[src/rtl/dadl_pkg.sv]
// constants and types of the detector alarm delay and learning block
package dadl_pkg;
	// ==========================================================
	// timing
	localparam int unsigned CLOCK_HZ        = 200_000_000;  // 5 ns period
	localparam int unsigned TICK_PERIOD_S   = 1;            // one sample per second
	localparam int unsigned TICK_CYCLES     = CLOCK_HZ * TICK_PERIOD_S;
	localparam int unsigned INTERVAL_HOURS  = 36;           // one learning interval
	localparam int unsigned INTERVAL_TICKS  = INTERVAL_HOURS * 3600 / TICK_PERIOD_S;
	localparam int unsigned PERIOD_INTERVALS = 20;          // intervals per learning period
	// ==========================================================
	// sample scaling: obscuration in 0.1 %/m steps, others in whole units
	localparam int unsigned SAMPLE_W        = 8;
	localparam int unsigned WINDOW_SECONDS  = 60;           // pre-alarm averaging window
	localparam int unsigned REPORT_SECONDS  = 4;            // reported obscuration window
	localparam int unsigned EXCESS_SECONDS  = 9;            // excess summing seconds
	localparam logic [3:0]  COUNT_TRIGGER   = 4'h9;         // alarm counter start level
	localparam logic [3:0]  COUNT_MAX       = 4'hf;         // counter saturation
	localparam logic [3:0]  COUNT_UP_SLOW   = 4'h1;         // smoke and combined step up
	localparam logic [3:0]  COUNT_UP_FAST   = 4'h3;         // heat step up
	localparam logic [3:0]  COUNT_DOWN      = 4'h2;         // step down below threshold
	// ==========================================================
	// delay bands, breakpoints in 0.1 %/m
	localparam logic [6:0]  DELAY_LONG      = 7'h2d;        // 45 s
	localparam logic [6:0]  DELAY_MID       = 7'h1e;        // 30 s
	localparam logic [6:0]  DELAY_SHORT     = 7'h12;        // 18 s
	localparam logic [6:0]  DELAY_MIN       = 7'h09;        // 9 s
	localparam logic [6:0]  DELAY_CAP       = 7'h3c;        // 60 s
	localparam logic [6:0]  CANCEL_SECONDS  = 7'h12;        // 18 s
	localparam logic [7:0]  BP_LOW          = 8'h06;        // 0.6
	localparam logic [7:0]  BP_MID          = 8'h08;        // 0.8
	localparam logic [7:0]  BP_HIGH         = 8'h19;        // 2.5
	localparam logic [7:0]  BP_CLEAN_LOW    = 8'h03;        // 0.3
	localparam logic [7:0]  BP_CLEAN_MID    = 8'h04;        // 0.4
	localparam logic [7:0]  BP_CLEAN_HIGH   = 8'h0d;        // 1.3
	// ==========================================================
	// learning levels
	localparam logic [7:0]  LEVEL2_RISE     = 8'h0c;        // 12 per 168 s
	localparam logic [7:0]  LEVEL3_COMB     = 8'h0a;        // 10
	localparam logic [7:0]  LEVEL3_SMOKE    = 8'h19;        // 2.5 %/m
	localparam logic [7:0]  LEVEL3_RISE     = 8'h03;        // 3 per 168 s
	localparam logic [4:0]  ADOPT_COUNT     = 5'h03;        // flagged intervals to adopt
	// ==========================================================
	// types
	typedef enum logic [4:0] {
		ALGO_NORMAL = 5'b00001,
		ALGO_SMOKE  = 5'b00010,
		ALGO_HEATER = 5'b00100,
		ALGO_COOK   = 5'b01000,
		ALGO_CLEAN  = 5'b10000
	} dadl_algo_t;
	typedef enum logic [2:0] {
		ST_IDLE  = 3'b001,
		ST_DELAY = 3'b010,
		ST_FIRE  = 3'b100
	} dadl_state_t;
	typedef enum logic [2:0] {
		CAUSE_SMOKE = 3'b001,
		CAUSE_HEAT  = 3'b010,
		CAUSE_COMB  = 3'b100
	} dadl_cause_t;
endpackage : dadl_pkg

[src/rtl/dadl_top.sv]
// fire judgement back end: alarm counters, alarm delay, learning, reporting
//
// Summary of operation
// - smoke delay band from pre-alarm average
// - smoke-steam adds half the smoke excess
// - pre-alarm average over sixty seconds before crossing
// - smoke excess summed nine seconds after trigger
// - combined delay half sum, full when cooking
// - every delay capped at sixty seconds
// - heat causes use nine seconds; heater ignores rise
// - strong signal ends delay after eighteen seconds
// - start normal, change only through learning
// - level one: obscuration at half threshold
// - level two: rise rate at least twelve
// - level three: combined, smoke and rise limits
// - flag each 36h interval where level exceeded
// - three flagged intervals adopt the level algorithm
// - below three flags return to normal
// - new period keeps flags, refreshes each interval
// - heater uses level two, cooking level three
// - clean only without flags, after one month
// - any flag leaves clean at once
// - report obscuration and temperature every second
// - smoke and combined counters up one, down two
// - heat counter up three, down two
// - fire alarm after delay elapses, or after eighteen seconds on a strong signal
`timescale 1ns/1ps
`default_nettype none
module dadl_top #(
	parameter int unsigned TICK_CYCLES    = dadl_pkg::TICK_CYCLES,
	parameter int unsigned INTERVAL_TICKS = dadl_pkg::INTERVAL_TICKS
) (
	input  wire logic       CLOCK,
	input  wire logic       RESETN,
	input  wire logic       CE,
	input  wire logic [7:0] SMOKE,
	input  wire logic [7:0] TEMP,
	input  wire logic [7:0] RISE,
	input  wire logic [7:0] COMBINED,
	input  wire logic [7:0] SMOKE_THR,
	input  wire logic [7:0] TEMP_THR,
	input  wire logic [7:0] RISE_THR,
	input  wire logic [7:0] COMB_THR,
	output logic            FIRE_ALARM,
	output logic            DELAY_ACTIVE,
	output logic [2:0]      ALARM_CAUSE,
	output logic [4:0]      AREA_ALGO,
	output logic [7:0]      SMOKE_REPORT,
	output logic [7:0]      TEMP_REPORT,
	output logic            REPORT_VALID
);
	// ==========================================================
	// helpers
	// number of flagged intervals in a period
	function automatic logic [4:0] flag_count(input logic [19:0] f);
		logic [4:0] n;
		n = 5'h00;
		for (int i = 0; i < 20; i++) begin
			n = n + {4'h0, f[i]};
		end
		return n;
	endfunction : flag_count

	// saturating counter step, never below zero
	function automatic logic [3:0] count_step(input logic [3:0] c, input logic up,
		input logic [3:0] inc);
		logic [4:0] s;
		s = {1'b0, c} + {1'b0, inc};
		if (up) begin
			return (s > {1'b0, dadl_pkg::COUNT_MAX}) ? dadl_pkg::COUNT_MAX : s[3:0];
		end
		return (c < dadl_pkg::COUNT_DOWN) ? 4'h0 : c - dadl_pkg::COUNT_DOWN;
	endfunction : count_step

	// ==========================================================
	// one-second tick
	logic [27:0] tick_cnt;      // cycles inside the current second
	logic        tick;          // one-cycle pulse per second
	assign tick = CE && (tick_cnt == 28'(TICK_CYCLES - 1));

	always_ff @(posedge CLOCK or negedge RESETN) begin
		if (!RESETN) begin
			tick_cnt <= 28'h0;
		end else if (CE) begin
			tick_cnt <= tick ? 28'h0 : tick_cnt + 28'h1;
		end
	end

	// ==========================================================
	// algorithm and threshold compares
	dadl_pkg::dadl_algo_t algo;         // current area algorithm
	logic smoke_hi, temp_hi, rise_hi, comb_hi, heat_hi;
	assign smoke_hi = SMOKE >= SMOKE_THR;
	assign temp_hi  = TEMP >= TEMP_THR;
	assign rise_hi  = (RISE >= RISE_THR) && (algo != dadl_pkg::ALGO_HEATER);
	assign comb_hi  = COMBINED >= COMB_THR;
	assign heat_hi  = temp_hi || rise_hi;

	// ==========================================================
	// alarm counters
	logic [3:0] cnt_smoke;      // smoke counter
	logic [3:0] cnt_heat;       // temperature and rise counter
	logic [3:0] cnt_comb;       // combined index counter
	dadl_pkg::dadl_state_t state;

	// smoke and combined steps; heat steps
	always_ff @(posedge CLOCK or negedge RESETN) begin
		if (!RESETN) begin
			cnt_smoke <= 4'h0;
			cnt_heat  <= 4'h0;
			cnt_comb  <= 4'h0;
		end else if (tick && state == dadl_pkg::ST_IDLE) begin
			cnt_smoke <= count_step(cnt_smoke, smoke_hi, dadl_pkg::COUNT_UP_SLOW);
			cnt_heat  <= count_step(cnt_heat, heat_hi, dadl_pkg::COUNT_UP_FAST);
			cnt_comb  <= count_step(cnt_comb, comb_hi, dadl_pkg::COUNT_UP_SLOW);
		end
	end

	// ==========================================================
	// sixty second obscuration window
	logic [7:0]  win_mem [0:59];    // last sixty samples
	logic [5:0]  win_ptr;           // oldest entry
	logic        win_full;          // all sixty entries written
	logic [13:0] win_sum;           // running sum of the window
	logic [13:0] pre_alarm_average; // window sum held at the crossing, sixty times mean
	logic        smoke_was_hi;      // smoke above threshold last second
	logic [7:0]  win_old;
	assign win_old = win_full ? win_mem[win_ptr] : 8'h00;

	// window store; no reset on the array, the fill flag hides stale entries
	always_ff @(posedge CLOCK) begin
		if (tick) begin
			win_mem[win_ptr] <= SMOKE;
		end
	end

	// running sum, captured when the threshold is crossed
	always_ff @(posedge CLOCK or negedge RESETN) begin
		if (!RESETN) begin
			win_ptr           <= 6'h00;
			win_full          <= 1'b0;
			win_sum           <= 14'h0;
			pre_alarm_average <= 14'h0;
			smoke_was_hi      <= 1'b0;
		end else if (tick) begin
			win_ptr      <= (win_ptr == 6'd59) ? 6'h00 : win_ptr + 6'h01;
			win_full     <= win_full || (win_ptr == 6'd59);
			win_sum      <= win_sum + {6'h0, SMOKE} - {6'h0, win_old};
			smoke_was_hi <= smoke_hi;
			// sum taken before this second joins it
			if (smoke_hi && !smoke_was_hi && state == dadl_pkg::ST_IDLE) begin
				pre_alarm_average <= win_sum;
			end
		end
	end

	// ==========================================================
	// delay sequence
	dadl_pkg::dadl_cause_t cause;   // cause that reached the trigger
	logic [6:0]  elapsed;           // seconds since trigger
	logic [3:0]  acc_cnt;           // seconds summed so far
	logic signed [12:0] smoke_excess_sum;
	logic signed [12:0] combined_excess_sum;
	logic        trigger;
	logic        cancel_hi;
	logic [6:0]  delay_target;
	logic        due;
	assign trigger = (cnt_smoke >= dadl_pkg::COUNT_TRIGGER) ||
		(cnt_heat >= dadl_pkg::COUNT_TRIGGER) || (cnt_comb >= dadl_pkg::COUNT_TRIGGER);
	assign cancel_hi = ({1'b0, SMOKE} >= {SMOKE_THR, 1'b0}) || temp_hi || rise_hi;

	// band delay from the held window sum
	function automatic logic [6:0] band_delay(input logic [13:0] s, input logic clean);
		logic [13:0] lo, mi, hi;
		lo = 14'(clean ? dadl_pkg::BP_CLEAN_LOW : dadl_pkg::BP_LOW) * 14'(dadl_pkg::WINDOW_SECONDS);
		mi = 14'(clean ? dadl_pkg::BP_CLEAN_MID : dadl_pkg::BP_MID) * 14'(dadl_pkg::WINDOW_SECONDS);
		hi = 14'(clean ? dadl_pkg::BP_CLEAN_HIGH : dadl_pkg::BP_HIGH) * 14'(dadl_pkg::WINDOW_SECONDS);
		if (s < lo) begin
			return dadl_pkg::DELAY_LONG;
		end else if (s < mi) begin
			return dadl_pkg::DELAY_MID;
		end else if (s < hi) begin
			return dadl_pkg::DELAY_SHORT;
		end
		return dadl_pkg::DELAY_MIN;
	endfunction : band_delay

	// delay target for the held cause
	always_comb begin
		logic [12:0] raw;
		raw = 13'h0;
		case (cause)
			dadl_pkg::CAUSE_SMOKE: begin
				raw = {6'h0, band_delay(pre_alarm_average, algo == dadl_pkg::ALGO_CLEAN)};
				// smoke-steam lengthens by half the excess
				if (algo == dadl_pkg::ALGO_SMOKE && !smoke_excess_sum[12]) begin
					raw = raw + 13'(smoke_excess_sum >>> 1);
				end
			end
			dadl_pkg::CAUSE_COMB: begin
				// half the sum, the whole sum when cooking
				if (combined_excess_sum[12]) begin
					raw = 13'h0;
				end else if (algo == dadl_pkg::ALGO_COOK) begin
					raw = 13'(combined_excess_sum);
				end else begin
					raw = 13'(combined_excess_sum >>> 1);
				end
			end
			// heat causes use the fixed delay
			default: raw = {6'h0, dadl_pkg::DELAY_MIN};
		endcase
		delay_target = (raw > {6'h0, dadl_pkg::DELAY_CAP}) ? dadl_pkg::DELAY_CAP : raw[6:0];
	end

	// due once the sums are complete and the delay has run
	// or after eighteen seconds on a strong signal
	assign due = (acc_cnt == 4'(dadl_pkg::EXCESS_SECONDS) && elapsed >= delay_target) ||
		(elapsed >= dadl_pkg::CANCEL_SECONDS && cancel_hi);

	// sequence state and cause
	always_ff @(posedge CLOCK or negedge RESETN) begin
		if (!RESETN) begin
			state <= dadl_pkg::ST_IDLE;
			cause <= dadl_pkg::CAUSE_SMOKE;
		end else if (tick) begin
			case (state)
				dadl_pkg::ST_IDLE: begin
					// heat reaches the trigger fastest, so it wins a tie
					if (trigger) begin
						state <= dadl_pkg::ST_DELAY;
						if (cnt_heat >= dadl_pkg::COUNT_TRIGGER) begin
							cause <= dadl_pkg::CAUSE_HEAT;
						end else if (cnt_smoke >= dadl_pkg::COUNT_TRIGGER) begin
							cause <= dadl_pkg::CAUSE_SMOKE;
						end else begin
							cause <= dadl_pkg::CAUSE_COMB;
						end
					end
				end
				// fire stays latched until reset; the panel owns the restore
				dadl_pkg::ST_DELAY: if (due) begin
					state <= dadl_pkg::ST_FIRE;
				end
				dadl_pkg::ST_FIRE: state <= dadl_pkg::ST_FIRE;
				default: state <= dadl_pkg::ST_IDLE;
			endcase
		end
	end

	// excess sums over nine seconds after the trigger
	always_ff @(posedge CLOCK or negedge RESETN) begin
		if (!RESETN) begin
			elapsed             <= 7'h00;
			acc_cnt             <= 4'h0;
			smoke_excess_sum    <= 13'sh0;
			combined_excess_sum <= 13'sh0;
		end else if (tick) begin
			if (state != dadl_pkg::ST_DELAY) begin
				elapsed             <= 7'h00;
				acc_cnt             <= 4'h0;
				smoke_excess_sum    <= 13'sh0;
				combined_excess_sum <= 13'sh0;
			end else begin
				elapsed <= (elapsed == 7'h7f) ? elapsed : elapsed + 7'h01;
				if (acc_cnt < 4'(dadl_pkg::EXCESS_SECONDS)) begin
					acc_cnt <= acc_cnt + 4'h1;
					smoke_excess_sum <= smoke_excess_sum +
						13'(signed'({1'b0, SMOKE}) - signed'({1'b0, SMOKE_THR}));
					combined_excess_sum <= combined_excess_sum +
						13'(signed'({1'b0, COMBINED}) - signed'({1'b0, COMB_THR}));
				end
			end
		end
	end

	assign FIRE_ALARM   = state == dadl_pkg::ST_FIRE;
	assign DELAY_ACTIVE = state == dadl_pkg::ST_DELAY;
	assign ALARM_CAUSE  = cause;

	// ==========================================================
	// learning levels and interval flags
	logic [2:0]  level_hi;          // levels exceeded this second
	logic [2:0]  hit;               // levels exceeded in this interval
	logic [19:0] flags [0:2];       // per level interval flags
	logic [4:0]  cnt_level [0:2];   // flagged intervals including this one
	logic [4:0]  interval_idx;      // interval inside the period
	logic [17:0] interval_tick;     // seconds inside the interval
	logic        month_done;        // one full period since power on
	logic        interval_end;
	assign level_hi[0] = {SMOKE, 1'b0} >= {1'b0, SMOKE_THR};
	assign level_hi[1] = RISE >= dadl_pkg::LEVEL2_RISE;
	// combined with smoke and rise floors
	assign level_hi[2] = (COMBINED >= dadl_pkg::LEVEL3_COMB) &&
		(SMOKE >= dadl_pkg::LEVEL3_SMOKE) && (RISE >= dadl_pkg::LEVEL3_RISE);
	assign interval_end = tick && (interval_tick == 18'(INTERVAL_TICKS - 1));

	// interval timing; period wraps and keeps flags
	always_ff @(posedge CLOCK or negedge RESETN) begin
		if (!RESETN) begin
			interval_tick <= 18'h0;
			interval_idx  <= 5'h00;
			month_done    <= 1'b0;
		end else if (tick) begin
			interval_tick <= interval_end ? 18'h0 : interval_tick + 18'h1;
			if (interval_end) begin
				interval_idx <= (interval_idx == 5'd19) ? 5'h00 : interval_idx + 5'h01;
				month_done   <= month_done || (interval_idx == 5'd19);
			end
		end
	end

	for (genvar g = 0; g < 3; g++) begin : g_level
		logic [19:0] live;      // flags with this interval's hit shown
		always_comb begin
			live = flags[g];
			live[interval_idx] = flags[g][interval_idx] | hit[g];
		end
		assign cnt_level[g] = flag_count(live);
		// hit sticks for the interval; old flag refreshed at its end
		always_ff @(posedge CLOCK or negedge RESETN) begin
			if (!RESETN) begin
				hit[g]   <= 1'b0;
				flags[g] <= 20'h0;
			end else if (tick) begin
				if (interval_end) begin
					flags[g][interval_idx] <= hit[g] | level_hi[g];
					hit[g]                 <= 1'b0;
				end else if (level_hi[g]) begin
					hit[g] <= 1'b1;
				end
			end
		end
	end

	// normal from reset, moved only by learning
	always_ff @(posedge CLOCK or negedge RESETN) begin
		if (!RESETN) begin
			algo <= dadl_pkg::ALGO_NORMAL;
		end else if (CE) begin
			// adopt at three; fall back below three
			if (cnt_level[2] >= dadl_pkg::ADOPT_COUNT) begin
				algo <= dadl_pkg::ALGO_COOK;
			end else if (cnt_level[1] >= dadl_pkg::ADOPT_COUNT) begin
				algo <= dadl_pkg::ALGO_HEATER;
			end else if (cnt_level[0] >= dadl_pkg::ADOPT_COUNT) begin
				algo <= dadl_pkg::ALGO_SMOKE;
			// clean needs a spotless month; any flag leaves it
			end else if (month_done && cnt_level[0] == 5'h00 && cnt_level[1] == 5'h00 &&
				cnt_level[2] == 5'h00) begin
				algo <= dadl_pkg::ALGO_CLEAN;
			end else begin
				algo <= dadl_pkg::ALGO_NORMAL;
			end
		end
	end
	assign AREA_ALGO = algo;

	// ==========================================================
	// analog reporting
	logic [7:0] rep_hist [0:2];     // previous three obscuration samples
	logic [9:0] rep_sum;
	assign rep_sum = {2'b0, SMOKE} + {2'b0, rep_hist[0]} + {2'b0, rep_hist[1]} +
		{2'b0, rep_hist[2]};

	// four second mean and temperature each second
	always_ff @(posedge CLOCK or negedge RESETN) begin
		if (!RESETN) begin
			rep_hist[0]  <= 8'h00;
			rep_hist[1]  <= 8'h00;
			rep_hist[2]  <= 8'h00;
			SMOKE_REPORT <= 8'h00;
			TEMP_REPORT  <= 8'h00;
			REPORT_VALID <= 1'b0;
		end else if (CE) begin
			REPORT_VALID <= tick;
			if (tick) begin
				rep_hist[0]  <= SMOKE;
				rep_hist[1]  <= rep_hist[0];
				rep_hist[2]  <= rep_hist[1];
				SMOKE_REPORT <= rep_sum[9:2];
				TEMP_REPORT  <= TEMP;
			end
		end
	end

	// ==========================================================
	// checks
	chk_delay_cap: assert property (@(posedge CLOCK) disable iff (!RESETN)
		delay_target <= dadl_pkg::DELAY_CAP) else $error("delay above cap");
	chk_heat_fixed: assert property (@(posedge CLOCK) disable iff (!RESETN)
		cause == dadl_pkg::CAUSE_HEAT |-> delay_target == dadl_pkg::DELAY_MIN)
		else $error("heat delay not nine");
	chk_fire_after_delay: assert property (@(posedge CLOCK) disable iff (!RESETN)
		$rose(FIRE_ALARM) |-> ($past(elapsed) >= $past(delay_target) &&
		$past(acc_cnt) == 4'(dadl_pkg::EXCESS_SECONDS)) ||
		($past(elapsed) >= dadl_pkg::CANCEL_SECONDS && $past(cancel_hi)))
		else $error("fire before delay");
	chk_cancel_fire: assert property (@(posedge CLOCK) disable iff (!RESETN)
		tick && DELAY_ACTIVE && elapsed >= dadl_pkg::CANCEL_SECONDS && cancel_hi
		|=> FIRE_ALARM) else $error("strong signal did not end delay");
	chk_sum_length: assert property (@(posedge CLOCK) disable iff (!RESETN)
		DELAY_ACTIVE && elapsed >= 7'(dadl_pkg::EXCESS_SECONDS)
		|-> acc_cnt == 4'(dadl_pkg::EXCESS_SECONDS)) else $error("excess sum length");
	chk_adopt_smoke: assert property (@(posedge CLOCK) disable iff (!RESETN)
		CE && cnt_level[0] >= 5'h03 && cnt_level[1] < 5'h03 && cnt_level[2] < 5'h03
		|=> algo == dadl_pkg::ALGO_SMOKE) else $error("smoke algorithm not adopted");
	chk_clean_month: assert property (@(posedge CLOCK) disable iff (!RESETN)
		algo == dadl_pkg::ALGO_CLEAN |-> $past(month_done)) else $error("clean too early");
	chk_clean_leave: assert property (@(posedge CLOCK) disable iff (!RESETN)
		CE && algo == dadl_pkg::ALGO_CLEAN && (hit != 3'h0)
		|=> algo != dadl_pkg::ALGO_CLEAN) else $error("clean kept with a flag");
	chk_report_rate: assert property (@(posedge CLOCK) disable iff (!RESETN)
		tick |=> REPORT_VALID ##1 !REPORT_VALID) else $error("report not per second");
	chk_counter_trigger: assert property (@(posedge CLOCK) disable iff (!RESETN)
		tick && state == dadl_pkg::ST_IDLE && trigger |=> DELAY_ACTIVE)
		else $error("trigger did not start delay");
	cov_smoke_fire: cover property (@(posedge CLOCK) disable iff (!RESETN)
		cause == dadl_pkg::CAUSE_SMOKE && $rose(FIRE_ALARM));
	cov_comb_fire: cover property (@(posedge CLOCK) disable iff (!RESETN)
		cause == dadl_pkg::CAUSE_COMB && $rose(FIRE_ALARM));
	cov_adopt_cook: cover property (@(posedge CLOCK) disable iff (!RESETN)
		algo == dadl_pkg::ALGO_COOK);
	cov_clean: cover property (@(posedge CLOCK) disable iff (!RESETN)
		algo == dadl_pkg::ALGO_CLEAN);
endmodule : dadl_top
`default_nettype wire

[config.mk]
export PLATFORM = sky130hd
export DESIGN_NAME = dadl_top
export DESIGN_NICKNAME = d
export VERILOG_FILES = /design/src/rtl/dadl_pkg.sv /design/src/rtl/dadl_top.sv
export SDC_FILE = /design/constraint.sdc
export NUM_CORES = 1
export LEC_CHECK = 0
export BUFFER_PORTS_ARGS = -buffer_cell sky130_fd_sc_hd__clkbuf_2
export CORE_MARGIN = 1.5
export CORE_UTILIZATION = 59
export CTS_BUF_LIST = sky130_fd_sc_hd__clkbuf_8
export CTS_CLUSTER_DIAMETER = 30
export DETAILED_ROUTE_END_ITERATION = 16
export MAX_ROUTING_LAYER = met4
export PLACE_DENSITY = 0.79
export SYNTH_ARGS = -nofsm -noshare
export SYNTH_HDL_FRONTEND = slang
export SYNTH_SLANG_ARGS = --single-unit
[constraint.sdc]
create_clock -name CLOCK -period 6.4 [get_ports CLOCK]
set_input_delay 0.32 -clock CLOCK [delete_from_list [all_inputs] [get_ports CLOCK]]
set_output_delay 0.32 -clock CLOCK [all_outputs]
set_load 0.02 [all_outputs]
Word-level counts from Yosys, hierarchy flattened
Memories as Yosys holds them, arrays and structs flattened. Cells that the tools add are included.

Output and inout port bits: 27. Memories kept: 1. Memory bits (writable): 480. Bits in registers: 252. Logic and storage cells: 291. Bits of input ports: 67.

Memory list: win_mem (words 60, bits a word 8, read ports 1, clocked after Yosys merged registers in 0, write ports 1, line dadl_top.sv:121) `logic [7:0] win_mem [0:59];`.

Multiplexer cells: 79. Order comparisons: 31. Reductions and logical operators: 42. Bitwise gates (word level): 6. Multipliers: 3. Add/subtract/negate cells: 79. Eq/ne operators: 19.

Operator list (count): adder 5 x 1 -> 5 bit (45); bitwise mux 20 bit (6); two-way mux 13 bit (5); two-way mux 4 bit (15); two-way mux 7 bit (8); greater-or-equal comparator 8 bit (4); two-way mux 5 bit (6); adder 28 x 1 -> 28 bit, second input constant (1); == test 28 bit, second input constant (1); two-way mux 28 bit (1); adder 13 x 9 -> 13 bit (2); case mux 13 bit (2 select lines) (1); two-way mux 12 bit (2); two-way mux 1 bit (22); adder 18 x 1 -> 18 bit, second input constant (1); == test 18 x 17 -> 1 bit, second input constant (1); two-way mux 18 bit (1); subtractor 8 x 8 -> 9 bit (2); greater-or-equal comparator 8 x 4 -> 1 bit, second input constant (2); AND reduction 2 bit (8); adder 4 x 1 -> 5 bit (3); binary-select mux 1 bit (select 5 bit) (3); greater-or-equal comparator 5 x 2 -> 1 bit, second input constant (3); > comparator 5 x 4 -> 1 bit, second input constant (3); other kinds (59) (113).

Logic depth before layout (Yosys ltp)
Gate-level depths: netlist of the first run.

Depth after elaboration: 32. Mapped depth: 27. Gate-level depth less buffers: 27.

Least setup slack after synthesis of the first run
Ideal clock, no wire load.

Kind: register -> register. Start point: reg interval_idx[0]. End point: reg algo[4] (netlist: AREA_ALGO[4]). Library setup time: 0.083 ns. Setup slack: -0.297 ns. Stages on the path, launching flop included: 23. Path buffers: 3. Arrival time: 6.614 ns. Data required time: 6.317 ns. Clock period less this slack: 6.697 ns. Cell sequence: dfrtp_1 -> buf_2 -> buf_2 -> mux4_2 -> a22oi_1 -> and3_1 -> clkbuf_1 -> nor2_1 -> a21oi_1 -> fa_1 -> inv_1 -> fa_1 -> fa_1 -> fa_1 -> fa_1 -> ha_1 -> fa_1 -> or2_2 -> a2111oi_0 -> a21boi_0 -> nor2b_1 -> nand2_1 -> o22ai_1.

Longest elaborated chain between the ends: 32. Elaborated cells between the ends (all ways): 87. Classes of those cells: add/sub (57); order compare (5); mux (15); bitwise (3); reduce/logical (7).

Ends and longest elaborated chain: start, declared (line dadl_top.sv:287) `logic [4:0] interval_idx;`; start signal, assigned (line dadl_top.sv:307) `interval_idx <= (interval_idx == 5'd19) ? 5'h00 : interval_idx + 5'h01;`; less-than comparator 5 x 6 -> 1 bit (implied by the code) or greater-or-equal comparator 5 x 1 -> 1 bit (tied branches) (line dadl_top.sv:317) `live[interval_idx] = flags[g][interval_idx] | hit[g];`; logical AND 1 bit (implied by the code) (line dadl_top.sv:317); two-way mux 1 bit (implied by the code) (line dadl_top.sv:317); demux 1 bit (select 5 bit) (line dadl_top.sv:317); bitwise mux 20 bit (line dadl_top.sv:317); adder 1 x 1 -> 2 bit (line dadl_top.sv:59) `n = n + {4'h0, f[i]};`; adder 2 x 1 -> 3 bit (line dadl_top.sv:59); adder 3 x 1 -> 4 bit (line dadl_top.sv:59); adder 4 x 1 -> 5 bit (line dadl_top.sv:59); adder 5 x 1 -> 5 bit (15 in series) (line dadl_top.sv:59); logical NOT 5 bit (line dadl_top.sv:349) `end else if (month_done && cnt_level[0] == 5'h00 && cnt_level[1] == 5'h00 &&`; logical AND 1 bit (3 in series) (line dadl_top.sv:349); two-way mux 5 bit (line dadl_top.sv:349); two-way mux 5 bit (line dadl_top.sv:346) `end else if (cnt_level[0] >= dadl_pkg::ADOPT_COUNT) begin`; two-way mux 5 bit (line dadl_top.sv:344) `end else if (cnt_level[1] >= dadl_pkg::ADOPT_COUNT) begin`; two-way mux 5 bit (*) (line dadl_top.sv:342) `if (cnt_level[2] >= dadl_pkg::ADOPT_COUNT) begin`; end signal, assigned (line dadl_top.sv:343) `algo <= dadl_pkg::ALGO_COOK;`; end signal, assigned (line dadl_top.sv:345) `algo <= dadl_pkg::ALGO_HEATER;`; end signal, assigned (line dadl_top.sv:347) `algo <= dadl_pkg::ALGO_SMOKE;`; end, declared (line dadl_top.sv:91) `dadl_pkg::dadl_algo_t algo;`.

Mark *: on every way between the ends. The rest lies on a longest branch, timed or not. The select of a mux whose other input is x is not followed. A chain may end at the register's enable or synchronous reset.

Worst setup path in the final report of the first run
Ends and elaborated chain as after synthesis.

==> flow_metrics.py, run 1 <==
metrics = {
    "timing": {
        "fin_worst_skew_ns": 0.0450,
        "worst_pin_slew_ns": 1.22,
        "min_period_ns": 6.22,
        "timing.final.crit_share_pct": 97.1,
        "fmax_mhz": 161,
        "hold_viol_final": 0,
        "slew_headroom_pct": 18.1,
        "rsz0062_at_grt": "yes",
        "setup_violations": 0,
        "maxSlewViolCount": 0,
    },
    "floorplanning": {
        "die_w_um": 249,
        "die_h_um": 249,
        "io_pins": 94,
        "core-area_um2": 60100,
        "die_area_um2": 62100,
        "rows": 90,
        "start_util_pct": 59.4,
    },
    "clock_network": {
        "cts_tree": "done",
        "clk_latency_ns": 0.80,
        "cts.sinks": 730,
        "h-tree-depth": 4,
        "clk_pin_slew_ns": 0.06,
        "numCtsBuffers": 146,
        "cts_max_path_buffers": 3,
        "cts-root-buf": "clkbuf_8",
    },
    "global_route": {
        "grt_usage_pct": 31.8,
        "grt_pass1_wl_um": 148000,
        "grt_pass1_vias": 26900,
        "grt_max_degree": 141,
        "antenna_found_initial": 2,
        "overflow": 0,
    },
    "power_and_ir_drop": {
        "power.density_nw_per_um2": 266,
        "power.switching_mw": 2.50,
        "power.leakage_nw": 16.6,
        "p_sw_share_pct": 22.7,
        "p_comb_share_pct": 4.6,
        "finalPower_mw": 11.0,
        "p_clk_share_pct": 49.2,
        "pwr-share-seq_pct": 46.2,
        "p_int_mw": 8.50,
        "vdd_drop_max_v": 0.000241,
    },
    "logic_synthesis": {
        "async_reset_ff_share_pct": 34.2,
        "syn_inst": 3005,
        "synth_area_um2": 35700,
        "ys_seq_elements": 730,
        "synth_edf_count": 480,
        "ys.warnings.count": 0,
        "netlist.area_leader.share_pct": 40.3,
        "synthesis.nets": 3306,
        "synth_area_per_cell_um2": 11.9,
        "ys.flop_type": "edfxtp_1",
        "synth_top_cell_by_area": "edfxtp_1",
        "ys_types": 81,
        "ys_seq_area_share_pct": 57.8,
        "synth.area.top_cells": "edfxtp_1 (40%), dfrtp_1 (17%), ha_1 (5.7%)",
    },
    "worst_setup_path": {
        "r2r_end": "AREA_ALGO[4]",
        "crit_path_end_kind": "flip-flop",
        "r2r_slack_ns": 0.18,
        "worstRegToRegCells": 22,
        "critPathKind": "flip-flop to flip-flop",
        "critPathLaunchType": "flip-flop",
        "crit_required_ns": 7.11,
        "arrival_ns": 6.93,
        "crit_start": "interval_idx[0]",
        "path_max_fanout": 7,
        "reg2reg_from": "interval_idx[0]",
    },
    "drt": {
        "vias": 25900,
        "viasPerCell": 6.29,
        "drtIter0Drc": 2685,
        "wirelength_um": 94900,
        "dr.pass1.iters": 5,
        "drtAntennaViolNets": 0,
        "drc_errors": 0,
        "routedWlPerCell_um": 23.0,
    },
    "place": {
        "placed_cell_area_um2": 37500,
        "io_buffers": 93,
        "place_congestion": 0.949,
        "dp_hpwl_um": 61800,
        "dp.cells": 3833,
    },
    "worst_hold_path": {
        "min_path_cells": 1,
        "hp-class": "primary input to flip-flop",
        "holdCritStartpoint": "SMOKE[0]",
        "hold-path-endpoint": "win_mem[38][0]",
    },
    "run_status": {
        "status": "finished, final reports clean",
    },
    "run": {
        "maxCapViolCount": 0,
    },
    "cells_and_area": {
        "area_growth_pct": 15.8,
        "nets": 3521,
        "final_common_cell": "edfxtp_1",
        "drive_above_1_share_pct": 16.2,
        "layout_common_cells": "edfxtp_1 (480), nand2_1 (318), dfrtp_1 (246), nor2_1 (241), o21ai_0 (187)",
        "stdcell_count": 4124,
        "fin_area_um2": 41400,
    },
}
-- flip-flops by register name (all words and copies together), names as in the netlist, 6 cells and up --
name,cells
win_ptr,6
tick_cnt,28
win_sum,14
elapsed,7
interval_tick,18
pre_alarm_average,12
flags,60
smoke_excess_sum,13
SMOKE_REPORT,8
win_mem,480
combined_excess_sum,13
rep_hist,24
TEMP_REPORT,8
-- power groups by stage --
stage / combinational [mW] / sequential [mW] / clock, mW
floorplan: 0.283 / 5.17 / 0
global placement: 0.463 / 5.18 / 0
detailed placement: 0.490 / 5.18 / 0
CTS: 0.501 / 5.09 / 5.47
global route: 0.560 / 5.09 / 5.68
finish: 0.504 / 5.09 / 5.41
-- area by class of cell --
| class | instances | area (um2) |
|---|---|---|
| antenna | 2 | 5.00 |
| clock buffer | 162 | 2230 |
| clock inverter | 106 | 1140 |
| fill | 4186 | 18700 |
| inverter | 155 | 582 |
| multi-input combinational | 1987 | 14300 |
| sequential | 730 | 20700 |
| tap | 782 | 978 |
| timing repair buffer | 200 | 1480 |
-- per-layer routing --
layer / part of all wire [%] / wire length (um) / up-vias / track usage (%)
li1: - / - / 11600 / -
met1: 39 / 37400 / 12900 / 39.6
met2: 48 / 45700 / 1250 / 50.3
met3: 8.7 / 8240 / 247 / 6.50
met4: 3.9 / 3670 / 0 / 14.8
met5: 0 / 0 / - / -
-- synthesized netlist by cell type, types with 47 or more instances --
master,number
ha_1,163
fa_1,71
a22oi_1,128
nand2_1,318
edfxtp_1,480
a21oi_1,140
inv_1,154
a221oi_1,47
o21ai_0,189
dfrtp_1,247
nor2_1,242
clkbuf_1,103
nand3_1,60
a31oi_1,57
-- critical path: stages, from the launching register on --
cell       delay, ns
dfrtp_2         0.40
buf_12          0.15
mux4_2          0.52
a22oi_2         0.25
and3_4          0.24
buf_4           0.14
nor2_1          0.05
a21oi_2         0.13
fa_1            0.44
inv_2           0.08
fa_2            0.46
fa_1            0.52
fa_1            0.58
fa_1            0.44
ha_2            0.22
fa_1            0.38
or2_4           0.25
a2111oi_4       0.29
buf_4           0.18
nand3_4         0.08
nor2b_4         0.14
nand2_1         0.05
o22ai_1         0.11
-- repair_timing --
item,in CTS,in global routing
hold buffers,11,0
pin swaps,6,25
gates resized for setup,26,49
endpoints found under the hold margin,127,0
setup buffers,0,9
cloned,1,0
setup endpoints to repair,6,7
-- through the flow --
| stage | hold slack, ns | worst slack (ns) | TNS (ns) | utilization (%) |
|---|---|---|---|---|
| finish | 0.0914 | 0.184 | 0 | 68.8 |
| global route | 0.0878 | -0.0294 | -0.0294 | 68.8 |
| CTS | 0.0201 | 0.00164 | 0 | 68.4 |
| detailed placement | 0.449 | -0.219 | -1.08 | 62.4 |
| global placement | 0.444 | -0.0792 | -0.150 | 62.4 |
| floorplan | 0.0244 | 0.00218 | 0 | - |
-- kinds of logic (layout without fill, tap and decap cells) --
group           Yosys count  in the layout  synth area share [%]
compound gates          767            767                  14.0
xor+xnor                 88             88                  2.16
fa+ha+maj               234            234                  9.68
buf+inv                 288            623                  3.10
flops                   730            730                  57.8
mux                      54             54                  2.41
other cells               1              3                0.0105
simple gates            843            843                  10.8
-- worst max path at each step --
stage	cells after the start	slack, ns	endpoint
after floorplan	22	0.002	AREA_ALGO[4]
after global placement	22	-0.08	AREA_ALGO[4]
after detailed placement	22	-0.22	AREA_ALGO[4]
after CTS	23	0.002	AREA_ALGO[4]
after global routing	22	-0.03	AREA_ALGO[4]
final	22	0.18	AREA_ALGO[4]
Power figures use the tool's default switching activity.
==> run 2, diff against run 1 <==
--- a/config.mk
+++ b/config.mk
@@ -12,4 +12,5 @@
 export CTS_CLUSTER_DIAMETER = 30
 export DETAILED_ROUTE_END_ITERATION = 16
+export HOLD_SLACK_MARGIN = 0.05
 export MAX_ROUTING_LAYER = met4
 export PLACE_DENSITY = 0.79
==> constraint.sdc (replaced) <==
create_clock -name CLOCK -period 6.4 [get_ports CLOCK]
set_input_delay 0.96 -clock CLOCK [delete_from_list [all_inputs] [get_ports CLOCK]]
set_output_delay 0.96 -clock CLOCK [all_outputs]
set_load 0.02 [all_outputs]
==> run 2 against run 1 <==
Against the previous run: sequential cell count unchanged; final cell count is 0.61% lower; total power fell by 4.2%; count of clock-buffer cells in the layout increased by 4; largest power group is now registers; die area unchanged; first-iteration DRC count is 7.0% higher; global-route usage decreased by 0.38 points; highest routed layer unchanged; sequential share of layout area is 0.54 points higher; core utilization down 0.74 points; maximum frequency is 0.10% lower; design area is 1.1% lower.
==> flow_metrics.py, run 2 (synthesized netlist as in run 1, its figures left out) <==
metrics = {
    "floorplanning": {
        "die_h_um": 249,
        "io_pins": 94,
        "start_util_pct": 59.4,
        "die_area_um2": 62100,
        "die_w_um": 249,
        "core-area_um2": 60100,
        "rows": 90,
    },
    "cells_and_area": {
        "layout_common_cells": "edfxtp_1 (480), nand2_1 (318), dfrtp_1 (246), nor2_1 (240), o21ai_0 (187)",
        "nets": 3499,
        "largest-register": "win_mem",
        "area_growth_pct": 14.6,
        "stdcell_count": 4099,
        "largest_register_ff_count": 480,
        "final_common_cell": "edfxtp_1",
        "fillCellCount": 4183,
        "reg.largest.list": "win_mem x480, flags x60, tick_cnt x28",
        "drive_above_1_share_pct": 15.9,
    },
    "worst_setup_path": {
        "crit_start": "interval_idx[0]",
        "critPathLaunchType": "flip-flop",
        "path_cells": "buf_12 -> buf_16 -> mux4_2 -> a21oi_2 -> and3_4 -> buf_6 -> nor2_1 -> a21oi_2 -> fa_1 -> inv_2 -> fa_2 -> fa_1 -> fa_1 -> fa_1 -> ha_2 -> fa_2 -> or2_2 -> a2111oi_4 -> a21boi_4 -> nor2b_4 -> nand2_1 -> o22ai_2",
        "arrival_ns": 6.90,
        "crit_slowest_cell": "fa_1",
        "reg2reg_from": "interval_idx[0]",
        "cp_slowest_stage_delay_ns": 0.57,
        "critPathKind": "flip-flop to flip-flop",
        "path_max_fanout": 5,
        "crit_path_end_kind": "flip-flop",
        "crit_required_ns": 7.08,
        "path_common_cell": "fa_1",
        "r2r_slack_ns": 0.18,
    },
    "drt": {
        "vias": 25900,
        "viasPerCell": 6.32,
        "drtAntennaViolNets": 0,
        "wirelength_um": 93700,
        "drtIter0Drc": 2873,
        "dr.pass1.iters": 6,
        "routedWlPerCell_um": 22.9,
        "drc_errors": 0,
    },
    "clock_network": {
        "cts-root-buf": "clkbuf_8",
        "h-tree-depth": 4,
        "numCtsBuffers": 148,
        "cts_max_path_buffers": 3,
        "clk_pin_slew_ns": 0.06,
        "clk_latency_ns": 0.80,
        "cts_tree": "done",
        "cts.sinks": 730,
    },
    "place": {
        "dp_hpwl_um": 61200,
        "place_congestion": 0.971,
        "dp.cells": 3822,
        "post-place-ws_ns": -0.182,
        "io_buffers": 93,
    },
    "timing": {
        "finalSetupTns_ns": 0,
        "timing.final.crit_share_pct": 97.2,
        "min_period_ns": 6.22,
        "fin_worst_skew_ns": 0.0549,
        "fin_ws_ns": 0.178,
        "slew_headroom_pct": 15.8,
        "fmax_mhz": 161,
        "setup_violations": 0,
        "hold_slack_ns": 0.278,
        "worst_pin_slew_ns": 1.25,
        "hold_viol_final": 0,
        "maxSlewViolCount": 0,
    },
    "run": {
        "maxCapViolCount": 0,
    },
    "global_route": {
        "grt_pass1_vias": 26200,
        "antenna_found_initial": 2,
        "overflow": 0,
        "grt_max_degree": 141,
        "grt_usage_pct": 31.4,
        "grt_pass1_wl_um": 146000,
    },
    "run_status": {
        "status": "finished, final reports clean",
    },
    "power_and_ir_drop": {
        "power.leakage_nw": 16.4,
        "power.density_nw_per_um2": 257,
        "vdd_drop_max_v": 0.000209,
    },
    "worst_hold_path": {
        "hp-class": "primary input to asynchronous set/reset pin",
    },
}
==> run 2: changes by cell type in the layout (fill, tap and decap cells not counted), sizes merged <==
cell,change
inv,+8
clkbuf,+4
clkinv,+2
bufinv,-11
dlygate4sd3,-11
diode,-1
buf,-13
clkinvlp,-3
==> run 2: worst paths after layout <==
path / to / cells after the start
min reg2reg: TEMP_REPORT[1] / 2
max reg2reg: AREA_ALGO[4] / 22
max in group asynchronous: interval_idx[0] / 2
min: rep_hist[9] / 1
max: AREA_ALGO[4] / 22
min in group CLOCK: TEMP_REPORT[4] / 3
==> run 2: worst max-delay path: cells and delay by family, from the launching register on <==
| family | cells | cell delay, ns |
|---|---|---|
| buffers and inverters | 4 | 0.44 |
| muxes | 1 | 0.51 |
| adders and majority gates | 7 | 2.95 |
| AOI/OAI and AO/OA | 5 | 0.98 |
| and+or+nand+nor | 5 | 0.81 |
| DFF | 1 | 0.43 |
==> run 2: what timing repair did <==
action | 4_1_cts | 5_1_grt
hold endpoints to repair | 0 | 0
buffers inserted | 2 | 4
gates cloned | 1 | 1
setup endpoints to repair | 6 | 7
pin swaps | 5 | 26
gates resized for setup | 29 | 52
hold buffers | 0 | 0
==> run 2: final cells by class <==
type	instances	area [um2]	share of cell area [%]
timing repair buffer	176	1270	3.10
tap	782	978	2.39
sequential	730	20700	50.5
clock buffer	166	2280	5.58
inverter	155	582	1.42
multi-input combinational	1987	14300	35.0
antenna	1	2.50	0.00611
clock inverter	102	837	2.04
==> run 2: through the flow <==
stage | power (mW) | util, % | instance area [um2]
floorplan | 5.46 | - | 35700
detailed placement | 5.67 | 62.2 | 37400
CTS | 10.6 | 67.7 | 40700
global placement | 5.64 | 62.2 | 37400
finish | 10.5 | 68.1 | 40900
global route | 10.9 | 68.1 | 40900
==> run 2: power by group <==
part,switching (mW),total [mW],internal [mW]
Combinational,0.317,0.499,0.182
Clock,2.10,4.95,2.85
Sequential,0.0253,5.09,5.06
Total,2.44,10.5,8.10
==> run 2: per-layer routing <==
layer  GRT usage, %  share of wire (%)
met1           39.9                 39
met2           49.2                 48
met4           14.1                3.8
met5              -                  0
met3           6.20                9.1
